File: config.mk
export PLATFORM = sky130hd
export DESIGN_NAME = psu_status_control_signals
export DESIGN_NICKNAME = d
export VERILOG_FILES = /design/src/inc/psu_ctl_pkg.sv /design/src/design/input_sync.sv /design/src/design/psu_status_control_signals.sv
export VERILOG_INCLUDE_DIRS = /design/src /design/src/inc
export SDC_FILE = /design/constraint.sdc
export NUM_CORES = 1
export LEC_CHECK = 0
export ABC_AREA = 1
export BUFFER_PORTS_ARGS = -buffer_cell sky130_fd_sc_hd__buf_4
export CELL_PAD_IN_SITES_DETAIL_PLACEMENT = 1
export CELL_PAD_IN_SITES_GLOBAL_PLACEMENT = 1
export CORE_ASPECT_RATIO = 0.75
export CORE_UTILIZATION = 34
export DETAILED_ROUTE_END_ITERATION = 8
export GPL_TIMING_DRIVEN = 0
export PLACE_DENSITY_LB_ADDON = 0.1
export RECOVER_POWER = 25
export SETUP_SLACK_MARGIN = 0.5
export SYNTH_ARGS = -nofsm -noshare
export SYNTH_HDL_FRONTEND = slang
export SYNTH_SLANG_ARGS = --single-unit
File: constraint.sdc
create_clock -name sys_clk -period 3.7 [get_ports sys_clk]
set_input_delay 0.555 -clock sys_clk [delete_from_list [all_inputs] [get_ports sys_clk]]
set_output_delay 0.555 -clock sys_clk [all_outputs]
set_load 0.01 [all_outputs]
File: src/inc/psu_ctl_map.svh
/*
 * Constants for the power supply status and control block: register offsets,
 * field positions, reset values and timing counts.
 * Assumes a 40 MHz housekeeping clock and a 32-bit Avalon-MM register port.
 */
`ifndef PSU_CTL_MAP_SVH
`define PSU_CTL_MAP_SVH

// Register byte offsets
`define REG_STATUS      4'h0
`define REG_CONTROL     4'h4
`define REG_FAULT       4'h8
`define REG_ADDRESS     4'hc

// Status register fields
`define ST_INPUT_GOOD   0
`define ST_OUTPUT_GOOD  1
`define ST_ALERT        2
`define ST_OUTPUT_ON    3
`define ST_ENABLE_REQ   4
`define ST_KILL         5

// Control register fields
`define CT_FORCE_WARN   0
`define CT_RESET_VAL    1'b0

// Fault register: latched fault bits, warning bits
`define FAULT_BITS      4
`define WARN_BITS       4

// Early warning between input-good and output-good falling
`define WARN_TIME_US    32'd1000
`define CLK_MHZ         32'd40
`define WARN_CYCLES     (`WARN_TIME_US * `CLK_MHZ)
`define WARN_CNT_W      16

// Address select: converter code width and address band index width
`define ADC_W           8
`define ADDR_W          3
`define EEPROM_BASE     7'h50
`define CTRL_BASE       7'h58

`endif

File: src/inc/psu_ctl_pkg.sv
/*
 * Types for the power supply status and control block.
 * Assumes inc/psu_ctl_map.svh is included by the design files.
 */
package psu_ctl_pkg;

	typedef enum logic [1:0]
	{
		pwr_off     = 2'b00,
		pwr_on      = 2'b01,
		pwr_warning = 2'b10
	} pwr_state_t;

endpackage

File: src/design/input_sync.sv
/*
 * Two-stage synchroniser for the enable and kill pins.
 * Assumes the pins are quasi-static levels; reset value is the undriven
 * (pulled-up, high) level so the output starts disabled.
 */
`timescale 1ns/10ps
`include "psu_ctl_map.svh"

module input_sync
	import psu_ctl_pkg::*;
(
	// Clock and reset
	input  wire logic sys_clk,
	input  wire logic reset,
	// Pin and synchronised level
	input  wire logic pin,
	output logic      level
);

	typedef struct packed
	{
		logic first;
		logic second;
	} sync_t;

	sync_t state;
	sync_t next_state;

	always_comb
	begin
		next_state.first = pin;
		next_state.second = state.first;
	end

	always_ff @(posedge sys_clk)
	begin
		if (reset)
		begin
			state <= '{first: 1'b1, second: 1'b1};
		end
		else
		begin
			state <= next_state;
		end
	end

	assign level = state.second;

endmodule

File: src/design/psu_status_control_signals.sv
/*
 * Status and control signal logic of a hot-pluggable power supply module.
 * Drives input-good, output-good and the alert line, gates the main output
 * from the enable and kill pins, and exposes a register view over Avalon-MM.
 * Assumes the analogue front end supplies input-present, output-valid,
 * fault and warning levels, and a digitised address-select level.
 */
// Decided for this implementation: the Avalon-MM register port and the register addresses.
`timescale 1ns/10ps
`include "psu_ctl_map.svh"

// Notes on behaviour
// - Input-good high while input present and in limits, low on input loss.
// - Input-good falls at least one millisecond before output-good falls; here only with output valid and enabled, else output-good drops at once.
// - Output-good high while main output valid, low when its loss is imminent.
// - Alert driven low on any warning or fault, released high otherwise.
// - Alert releases itself once a warning is gone; a latched fault holds it until the enable pin is cycled.
// - Presence line held to logic ground whenever installed; host reads low.
// - Main output enabled only while the active-low enable pin is low.
// - Enable high or open disables the output; pull-up defaults to off.
// - Cycling the enable pin clears all latched faults.
// - Kill input disables the main output during extraction.
// - Slave addresses come from the address-select analogue level.
// - Clock and data form a PMBus-compatible slave interface; this block has no such pins and only supplies the slave addresses.
module psu_status_control_signals
	import psu_ctl_pkg::*;
(
	// Clock and reset
	input  wire logic        sys_clk,
	input  wire logic        reset,
	// Host control pins
	input  wire logic        main_output_enable_n,
	input  wire logic        hot_swap_kill,
	// Analogue front end
	input  wire logic        input_present,
	input  wire logic        output_valid,
	input  wire logic [3:0]  fault_event,
	input  wire logic [3:0]  warn_level,
	input  wire logic [7:0]  addr_select_code,
	// Status pins
	output logic             input_good,
	output logic             output_good,
	output logic             output_good_alt,
	output logic             smb_alert_n_out,
	output logic             smb_alert_n_oe,
	output logic             module_presence_n,
	// Power stage and slave addressing
	output logic             main_output_on,
	output logic [6:0]       eeprom_address,
	output logic [6:0]       controller_address,
	// Avalon-MM register port
	input  wire logic [3:0]  avs_address,
	input  wire logic        avs_read,
	input  wire logic        avs_write,
	input  wire logic [31:0] avs_writedata,
	input  wire logic [3:0]  avs_byteenable,
	output logic [31:0]      avs_readdata,
	output logic             avs_waitrequest
);

	typedef struct packed
	{
		pwr_state_t          pwr;
		logic [`WARN_CNT_W-1:0] warn_cnt;
		logic                input_good;
		logic                output_good;
		logic                alert;
		logic [`FAULT_BITS-1:0] faults;
		logic                en_prev;
		logic                force_warn;
		logic [`ADDR_W-1:0]  addr_band;
		logic                bus_done;
		logic [31:0]         rdata;
	} ctl_state_t;

	ctl_state_t state;
	ctl_state_t next_state;

	logic enable_n_sync;
	logic kill_sync;
	logic run_allowed;
	logic any_alert;

	input_sync enable_sync
	(
		.sys_clk (sys_clk),
		.reset   (reset),
		.pin     (main_output_enable_n),
		.level   (enable_n_sync)
	);

	input_sync kill_sync_inst
	(
		.sys_clk (sys_clk),
		.reset   (reset),
		.pin     (hot_swap_kill),
		.level   (kill_sync)
	);

	// Eight equal bands of the 0..3.3 V divider level
	function automatic logic [`ADDR_W-1:0] addr_band_of(input logic [`ADC_W-1:0] code);
		addr_band_of = code[`ADC_W-1 -: `ADDR_W];
	endfunction

	function automatic logic [31:0] status_word(input ctl_state_t s, input logic en_n,
		input logic kill);
		status_word = 32'h0;
		status_word[`ST_INPUT_GOOD] = s.input_good;
		status_word[`ST_OUTPUT_GOOD] = s.output_good;
		status_word[`ST_ALERT] = s.alert;
		status_word[`ST_OUTPUT_ON] = (s.pwr != pwr_off);
		status_word[`ST_ENABLE_REQ] = ~en_n;
		status_word[`ST_KILL] = kill;
	endfunction

	// Output runs only with enable and kill both low and no latched fault
	assign run_allowed = ~enable_n_sync & ~kill_sync & (state.faults == '0);
	assign any_alert = (state.faults != '0) | (warn_level != '0) | state.force_warn;

	always_comb
	begin
		next_state = state;
		next_state.bus_done = 1'b0;
		next_state.en_prev = enable_n_sync;
		next_state.addr_band = addr_band_of(addr_select_code);

		// Faults latch; a new event in the clearing cycle still sets
		if ((state.en_prev == 1'b1) && (enable_n_sync == 1'b0))
		begin
			next_state.faults = fault_event;
		end
		else
		begin
			next_state.faults = state.faults | fault_event;
		end

		next_state.alert = any_alert;

		unique case (state.pwr)
			pwr_off:
			begin
				next_state.input_good = input_present;
				next_state.output_good = 1'b0;
				next_state.warn_cnt = '0;
				if (run_allowed && input_present && output_valid)
				begin
					next_state.pwr = pwr_on;
					next_state.output_good = 1'b1;
				end
			end
			pwr_on:
			begin
				next_state.input_good = 1'b1;
				next_state.output_good = 1'b1;
				if (!run_allowed || !output_valid)
				begin
					// Commanded off or output already collapsing: drop output-good at once, input-good follows input-present
					next_state.pwr = pwr_off;
					next_state.input_good = input_present;
					next_state.output_good = 1'b0;
				end
				else if (!input_present)
				begin
					next_state.pwr = pwr_warning;
					next_state.input_good = 1'b0;
					next_state.warn_cnt = '0;
				end
			end
			pwr_warning:
			begin
				next_state.input_good = 1'b0;
				next_state.warn_cnt = state.warn_cnt + 1'b1;
				// Hold-up energy keeps output-good for the warning interval
				if (!run_allowed || !output_valid)
				begin
					next_state.pwr = pwr_off;
					next_state.output_good = 1'b0;
				end
				else if (32'(state.warn_cnt) >= `WARN_CYCLES - 32'd1)
				begin
					next_state.pwr = pwr_off;
					next_state.output_good = 1'b0;
				end
			end
			default:
			begin
				next_state.pwr = pwr_off;
				next_state.output_good = 1'b0;
			end
		endcase

		// One wait cycle, then answer
		if ((avs_read || avs_write) && !state.bus_done)
		begin
			next_state.bus_done = 1'b1;
			unique case (avs_address)
				`REG_STATUS:
					next_state.rdata = status_word(state, enable_n_sync, kill_sync);
				`REG_CONTROL:
					next_state.rdata = {31'h0, state.force_warn};
				`REG_FAULT:
					next_state.rdata = {24'h0, warn_level, state.faults};
				`REG_ADDRESS:
					next_state.rdata = {29'h0, state.addr_band};
				default:
					next_state.rdata = 32'h0;
			endcase
		end

		// A write lands only in the answer cycle, when waitrequest is low
		if (avs_write && state.bus_done && (avs_address == `REG_CONTROL) && avs_byteenable[0])
		begin
			next_state.force_warn = avs_writedata[`CT_FORCE_WARN];
		end
	end

	always_ff @(posedge sys_clk)
	begin
		if (reset)
		begin
			state <= '{pwr: pwr_off, warn_cnt: '0, input_good: 1'b0,
				output_good: 1'b0, alert: 1'b0, faults: '0, en_prev: 1'b1,
				force_warn: `CT_RESET_VAL, addr_band: '0, bus_done: 1'b0,
				rdata: 32'h0};
		end
		else
		begin
			state <= next_state;
		end
	end

	assign input_good = state.input_good;
	assign output_good = state.output_good;
	assign output_good_alt = state.output_good;
	assign main_output_on = (state.pwr != pwr_off);
	// Open drain: pull low on alert, otherwise released to the pull-up
	assign smb_alert_n_out = 1'b0;
	assign smb_alert_n_oe = state.alert;
	// Tied to logic ground while installed
	assign module_presence_n = 1'b0;
	assign eeprom_address = `EEPROM_BASE | {4'h0, state.addr_band};
	assign controller_address = `CTRL_BASE | {4'h0, state.addr_band};
	assign avs_readdata = state.rdata;
	assign avs_waitrequest = (avs_read || avs_write) && !state.bus_done;

endmodule

# Word-level counts from Yosys, hierarchy flattened

Cells that the tools add are included.

Register bits: 67
Input bits: 64
Output and inout port bits: 54
Word-level logic and storage cells: 72

$add $sub $neg: 1
$lt $le $gt $ge: 1
Equal/unequal tests: 10
Muxes and demuxes: 17
Bitwise logic cells: 7
Reduce and logical (&&, ||, !) cells: 21

Operators with widths:

| operator              | number |
|---|---|
| $pmux 17 s3           | 1 |
| $mux 33               | 1 |
| $pmux 8 s4            | 1 |
| $mux 19               | 1 |
| $add 16x1->16 const B | 1 |
| $ge 16x16->1 const B  | 1 |
| $mux 16               | 1 |
| $eq 4x4->1 const B    | 2 |
| $logic_not 4->1       | 2 |
| $mux 2                | 4 |
| $reduce_bool 4->1     | 2 |
| $logic_and 1x1->1     | 7 |
| $ne 2x2->1 const B    | 3 |
| $ne 3x3->1 const B    | 2 |
| $pmux 2 s3            | 1 |
| $reduce_and 3->1      | 2 |
| $mux 1                | 5 |
| $eq 4x3->1 const B    | 1 |
| $mux 4                | 1 |
| $or 4x4->4            | 1 |
| $logic_not 1->1       | 3 |
| $pmux 1 s3            | 1 |
| $reduce_bool 3->1     | 1 |
| $and 1x1->1           | 2 |
| 7 further kinds       | 10 |

# Logic depth before layout (Yosys ltp)

Gate-level depths: netlist of run 1.

Depth in word-level cells: 7
Depth in mapped cells: 10
Depth with buffers taken out: 10

# By module

A second synthesis of run 1 with hierarchy kept.

Cells, all modules: 403
Area, all modules: 2731.4 sq um

By module, submodules not included:

| module                     | times used | cells each | area an instance (sq um) |
|---|---|---|---|
| psu_status_control_signals | 1          | 389        | 2613.8 |
| input_sync                 | 2          | 7          | 58.8 |

# Least setup slack after synthesis of run 1

No wires, ideal clock.

Kind: input-to-output
Start: input avs_write
End: output avs_waitrequest
Arrival: 1.140 ns
Required time: 3.145 ns
Slack: 2.005 ns
Stages: 3
Cell sequence: o21ai_1 -> inv_1 -> buf_2

Longest elaborated chain between the ends: 2

Ends and longest elaborated chain:

| item               | RTL line                          | RTL |
|---|---|---|
| start: declaration | psu_status_control_signals.sv:54  | `input wire logic avs_write,` |
| $logic_or 1x1->1   | psu_status_control_signals.sv:244 | `assign avs_waitrequest = (avs_read \|\| avs_write) && !state.bus_done;` |
| $logic_and 1x1->1  | psu_status_control_signals.sv:244 |  |
| end: declaration   | psu_status_control_signals.sv:58  | `output logic avs_waitrequest` |

Every way passes these cells.

# Worst setup path after layout of run 1

Ends and elaborated chain as after synthesis.

==> results.toml, run 1 <==
[setup_path]
path_cells = "buf_4, o21ai_0, inv_1, buf_2, buf_4"
critPathCaptureType = "primary output"
path_buf_inv = 4
critPathMaxStageDelay_ps = 780
crit_family = "compound AO/OA/AOI/OAI gates"
cp_data_required_time_ps = 3140
cp.arrival_ps = 1970
cpMostUsedCell = "buf_4"
path_class = "primary input to primary output"
cp_max_fo = 10
critPathSlowestCell = "o21ai_0"
crit_path_start_kind = "primary input"

[detailed_routing]
wl_per_cell_um = 12.3
viasPerCell = 4.28
routed_wl_mm = 7.05
num_vias = 2459
route.detailed.drc = 0
drt_pass1_iterations = 4
drt_iter0_drc = 46
ant_nets = 0

[global_route]
overflow = 0
grt_pass1_vias = 2414
grt_usage = 0.191
antenna_found_initial = 0
grt_pass1_wl_mm = 11.8
grt_max_degree = 14

[clock_tree]
insertion_delay_ps = 300
cts_tree = "done"
clk_pin_slew_worst_paths_ps = 80
cts-root-buf = "clkbuf_8"
cts.sinks = 43
htreeDepth = 2
ctsResizeCount = 0
numCtsBuffers = 5
cts_hold_buf = 0
post_cts_buffers = 0
cts_max_path_buffers = 2

[sta]
period_minus_slack_ps = 2520
final-setup-viol-count = 0
setup_tns_ps = 0
fin_ws_ps = 1180
timing.final.crit_share = 0.682
clock.fmax_mhz = 397
slew_viol_final = 0
max_slew_margin = 0.331
grt_setup_unrepaired = "no"
tightest_slew_ps = 993
clock_skew_ps = 4.42
final-hold-violation-count = 0
whs_ps = 422

[final_layout]
regArea_um2 = 861
drive_gt1_frac = 0.255
areaGrowthSynthToFinish_pct = 26.2
diodes = 0
fill_cells = 981
multiInputGateArea_um2 = 1280
fin_nets = 542
stdcell_count = 575

[pwr]
total_power_mw = 1.39
vdd_drop_max_mv = 0.191
p_leak_nw = 1.70
p_per_area_nw_per_um2 = 421

[floorplan]
fp.dieW_um = 103
pin_count = 118
initial_core_util = 0.354
dieArea_um2 = 8070
rows = 27
die_y_um = 78.0
coreArea_um2 = 7400

[placement]
gp_congestion = 0.821
post-place-ws_ps = 1460
dpl.cell_count = 567
numPortBuffers = 44
dpl.hpwl_mm = 5.75

[synth]
synth_xor_area_frac = 0.00334
syn_area_um2 = 2620
yosys_most_used_dff = "dfxtp_1"
syn_inst = 390
synth_area_leaders = "dfxtp_1 (33%), buf_4 (14%), nand2_1 (13%)"
synth_top_area_cell = "dfxtp_1"
synth_fa_ha_area_frac = 0.0239
synth_top_area_frac = 0.328
ys_seq_elements = 43
synth_seq_area_share = 0.328
netlist-cell-type-count = 32
yosysWarnings = 0
synthArstFlopShare = 0
synth_edf_count = 0
yosys-mux-area-fraction = 0
synth_most_common_cell = "nand2_1"
synth.avg_cell_area_um2 = 6.72
synth_common_cells = "nand2_1 (91), inv_1 (53), buf_4 (49)"
synthSimpleGateAreaFrac = 0.313
synth_compound_area_frac = 0.100
synth_top_family_by_area = "simple AND/OR/NAND/NOR gates"

[status]
status = "finished, final reports clean"

[flow_run]
drv_cap = 0

[hold_path]
hp-class = "flip-flop to flip-flop"
## layout by cell type (no fill, tap or decap), drive strengths merged, types with 4 or more instances in the layout
master / count
o21ai: 24
a21oi: 21
nand4: 4
ha: 5
dfxtp: 43
or2: 5
clkbuf: 12
nor2: 38
nor3: 8
buf: 92
nand2: 96
nand3: 30
inv: 54
conb: 34
## worst reg2reg max path, delay by kind of cell, from the launching register on
family          cells  cell delay [ps]
compound gates      1              370
fa+ha+maj           1              220
flops               1              390
simple gates        7              730
## state kept, by name, indices dropped and copies added, names as in the netlist
signal,cells
avs_readdata,8
controller_address,3
enable_sync.level,1
enable_sync.next_state,1
input_good,1
kill_sync_inst.level,1
kill_sync_inst.next_state,1
output_good,1
smb_alert_n_oe,1
state,25
## layer usage
metal	vias to the layer above	track usage	wire length [µm]
met5	-	0	0
met4	0	0.0423	57
met3	7	0.0338	394
met2	62	0.291	2880
met1	1090	0.278	3710
li1	1300	-	-
## cell families (layout without fill, tap and decap cells)
group / after synthesis / count (layout)
fa+ha+maj: 5 / 5
xor+xnor: 1 / 1
compound gates: 47 / 47
buf+inv: 108 / 160
simple gates: 184 / 184
other cells: 2 / 34
flops: 43 / 43
## stage by stage
| stage | util | instance area (µm²) |
|---|---|---|
| after floorplan | - | 2740 |
| after global placement | 0.432 | 3200 |
| after detailed placement | 0.432 | 3200 |
| after CTS | 0.448 | 3320 |
| after global routing | 0.447 | 3310 |
| final | 0.447 | 3310 |
## final cells by class
class,count,area share
Buffer,54,0.120
Sequential cell,43,0.260
Inverter,54,0.0613
Multi-Input combinational cell,271,0.388
Timing Repair Buffer,44,0.0976
Clock buffer,6,0.0250
Clock inverter,2,0.0106
Tap cell,101,0.0382
## path summary, 6_finish.rpt
path / startpoint / to / slack (ps) / cells after the start
hold reg to reg: enable_sync.next_state[0] / enable_sync.level / 420 / 1
setup / recovery: avs_write / avs_waitrequest / 1180 / 5
hold / removal: enable_sync.next_state[0] / enable_sync.level / 420 / 1
setup reg to reg: state[45] / state[61] / 1930 / 9
## power breakdown
part | internal, mW | total, mW | switching (mW)
Combinational | 0.187 | 0.485 | 0.298
Sequential | 0.494 | 0.522 | 0.0279
Clock | 0.219 | 0.386 | 0.167
Total | 0.900 | 1.39 | 0.493
No activity file was read; power rests on OpenSTA's default activity.
==> run 2, diff against run 1 <==
--- a/config.mk
+++ b/config.mk
@@ -11,7 +11,7 @@
 export CELL_PAD_IN_SITES_DETAIL_PLACEMENT = 1
 export CELL_PAD_IN_SITES_GLOBAL_PLACEMENT = 1
 export CORE_ASPECT_RATIO = 0.75
-export CORE_UTILIZATION = 34
+export CORE_UTILIZATION = 32
 export DETAILED_ROUTE_END_ITERATION = 8
 export GPL_TIMING_DRIVEN = 0
 export PLACE_DENSITY_LB_ADDON = 0.1
==> constraint.sdc (replaced) <==
create_clock -name sys_clk -period 2.4 [get_ports sys_clk]
set_input_delay 0.36 -clock sys_clk [delete_from_list [all_inputs] [get_ports sys_clk]]
set_output_delay 0.36 -clock sys_clk [all_outputs]
set_load 0.01 [all_outputs]
==> results.toml, run 2 (synthesis gave the netlist of run 1 again) <==
[detailed_routing]
drt_pass1_iterations = 4
viasPerCell = 4.34
num_vias = 2512
drt_iter0_drc = 72
ant_nets = 0
route.detailed.drc = 0
routed_wl_mm = 7.26
wl_per_cell_um = 12.5

[final_layout]
most-common-layout-cells = "nand2_1 (92), buf_4 (91), inv_1 (54)"
top_register = "state"
regArea_um2 = 861
fill_cells = 1080
fin_nets = 542
areaGrowthSynthToFinish_pct = 25.6
mostFrequentLayoutCell = "nand2_1"
diodes = 0
largest_register_ffs = 25
multiInputGateArea_um2 = 1280
drive_gt1_frac = 0.253

[setup_path]
cp.arrival_ps = 1350
critPathSlowestCell = "dfxtp_1"
r2r_slack_ps = 710
path_cells = "inv_1, o21ai_2, inv_1, buf_2, buf_4"
critPathCaptureType = "primary output"
critPathMaxStageDelay_ps = 360
r2r_end = "state[61]"
endpoint = "avs_waitrequest"
rr_worst_depth = 9
path_class = "flip-flop to primary output"
timing.rr.start = "state[46]"
cpMostUsedCell = "inv_1"
cp_max_fo = 10
crit_start = "state[32]"
crit_path_start_kind = "flip-flop"
cp_data_required_time_ps = 2040

[sta]
whs_ps = 227
max_slew_margin = 0.644
period_minus_slack_ps = 1710
clock.fmax_mhz = 585
grt_setup_unrepaired = "no"
timing.final.crit_share = 0.713
final-setup-viol-count = 0
slew_viol_final = 0
final-hold-violation-count = 0
fin_ws_ps = 689
clock_skew_ps = 10.6
tightest_slew_ps = 534
setup_tns_ps = 0

[hold_path]
hp-class = "primary input to flip-flop"

[global_route]
grt_max_degree = 17
overflow = 0
busiest_layer = "met2"
grt_pass1_wl_mm = 11.9
grt_usage = 0.182
gr-usage-met1 = 0.253
met3_usage = 0.0325
grt_pass1_vias = 2434
antenna_found_initial = 0
grt_util_met2 = 0.290

[clock_tree]
cts.sinks = 43
cts_max_path_buffers = 2
insertion_delay_ps = 310
numCtsBuffers = 5
cts_tree = "done"
clk_pin_slew_worst_paths_ps = 90
htreeDepth = 2
cts-root-buf = "clkbuf_8"

[placement]
gp_congestion = 0.832
numPortBuffers = 44
dpl.hpwl_mm = 6.01
post-place-ws_ps = 526

[floorplan]
initial_core_util = 0.331
coreArea_um2 = 7920
die_y_um = 80.4
fp.dieW_um = 107
pin_count = 118
dieArea_um2 = 8560
rows = 28

[pwr]
vdd_drop_max_mv = 0.271
combPwrFrac = 0.362
p_clk_frac = 0.247
sw_frac_of_total = 0.385
p_switching_mw = 0.791
p_leak_nw = 1.69
seq_power_share = 0.392
internal_power_mw = 1.26
p_per_area_nw_per_um2 = 625

[status]
status = "finished, final reports clean"

[flow_run]
drv_cap = 0
run 2: worst max-delay path: cells and delay by family, from the launching register on:
kind,cells,cell delay [ps]
buffers and inverters,4,520
DFF,1,360
AOI/OAI and AO/OA,1,160
run 2: power by group through the flow:
stage          registers, mW  logic (mW)  clock network [mW]
6_report               0.805       0.743               0.508
5_1_grt                0.813       0.839               0.552
4_1_cts                0.806       0.753               0.521
3_5_place_dp           0.822       0.749                   0
3_3_place_gp           0.819       0.734                   0
2_1_floorplan          0.812       0.513                   0
run 2: per-stage QoR:
step | std cells | utilization | instance area [µm²] | total power [mW]
after floorplan | 422 | - | 2740 | 1.32
after global placement | 571 | 0.405 | 3200 | 1.55
after detailed placement | 571 | 0.405 | 3200 | 1.57
after CTS | 579 | 0.417 | 3300 | 2.08
after global routing | 579 | 0.416 | 3290 | 2.20
final | 579 | 0.416 | 3290 | 2.06
run 2: layout make-up:
class / instances / area share
multi-input cells: 271 / 0.390
flip-flops and latches: 43 / 0.261
clock inverters: 3 / 0.00798
repair buffers: 44 / 0.0981
clock buffers: 5 / 0.0209
well taps: 105 / 0.0399
plain buffers: 54 / 0.120
inverters: 54 / 0.0616
run 2: how the worst min path moves through the flow:
stage	end	cells past startpoint	from
floorplan	enable_sync.level	1	enable_sync.next_state[0]
CTS	kill_sync_inst.next_state[0]	2	hot_swap_kill
detailed placement	kill_sync_inst.level	1	kill_sync_inst.next_state[0]
finish	enable_sync.next_state[0]	2	main_output_enable_n
global placement	enable_sync.level	1	enable_sync.next_state[0]
global route	enable_sync.next_state[0]	2	main_output_enable_n
run 2: per-layer routing:
layer | routed length [µm] | vias to the layer above
li1 | - | 1301
met1 | 3750 | 1146
met2 | 3130 | 58
met3 | 320 | 7
met4 | 64 | 0
met5 | 0 | -
run 2: repair_timing:
item / in CTS / in global routing
resized for setup: 1 / 1
endpoints found under the setup margin: 1 / 1
setup buffers: 0 / 0
hold buffers: 0 / 0
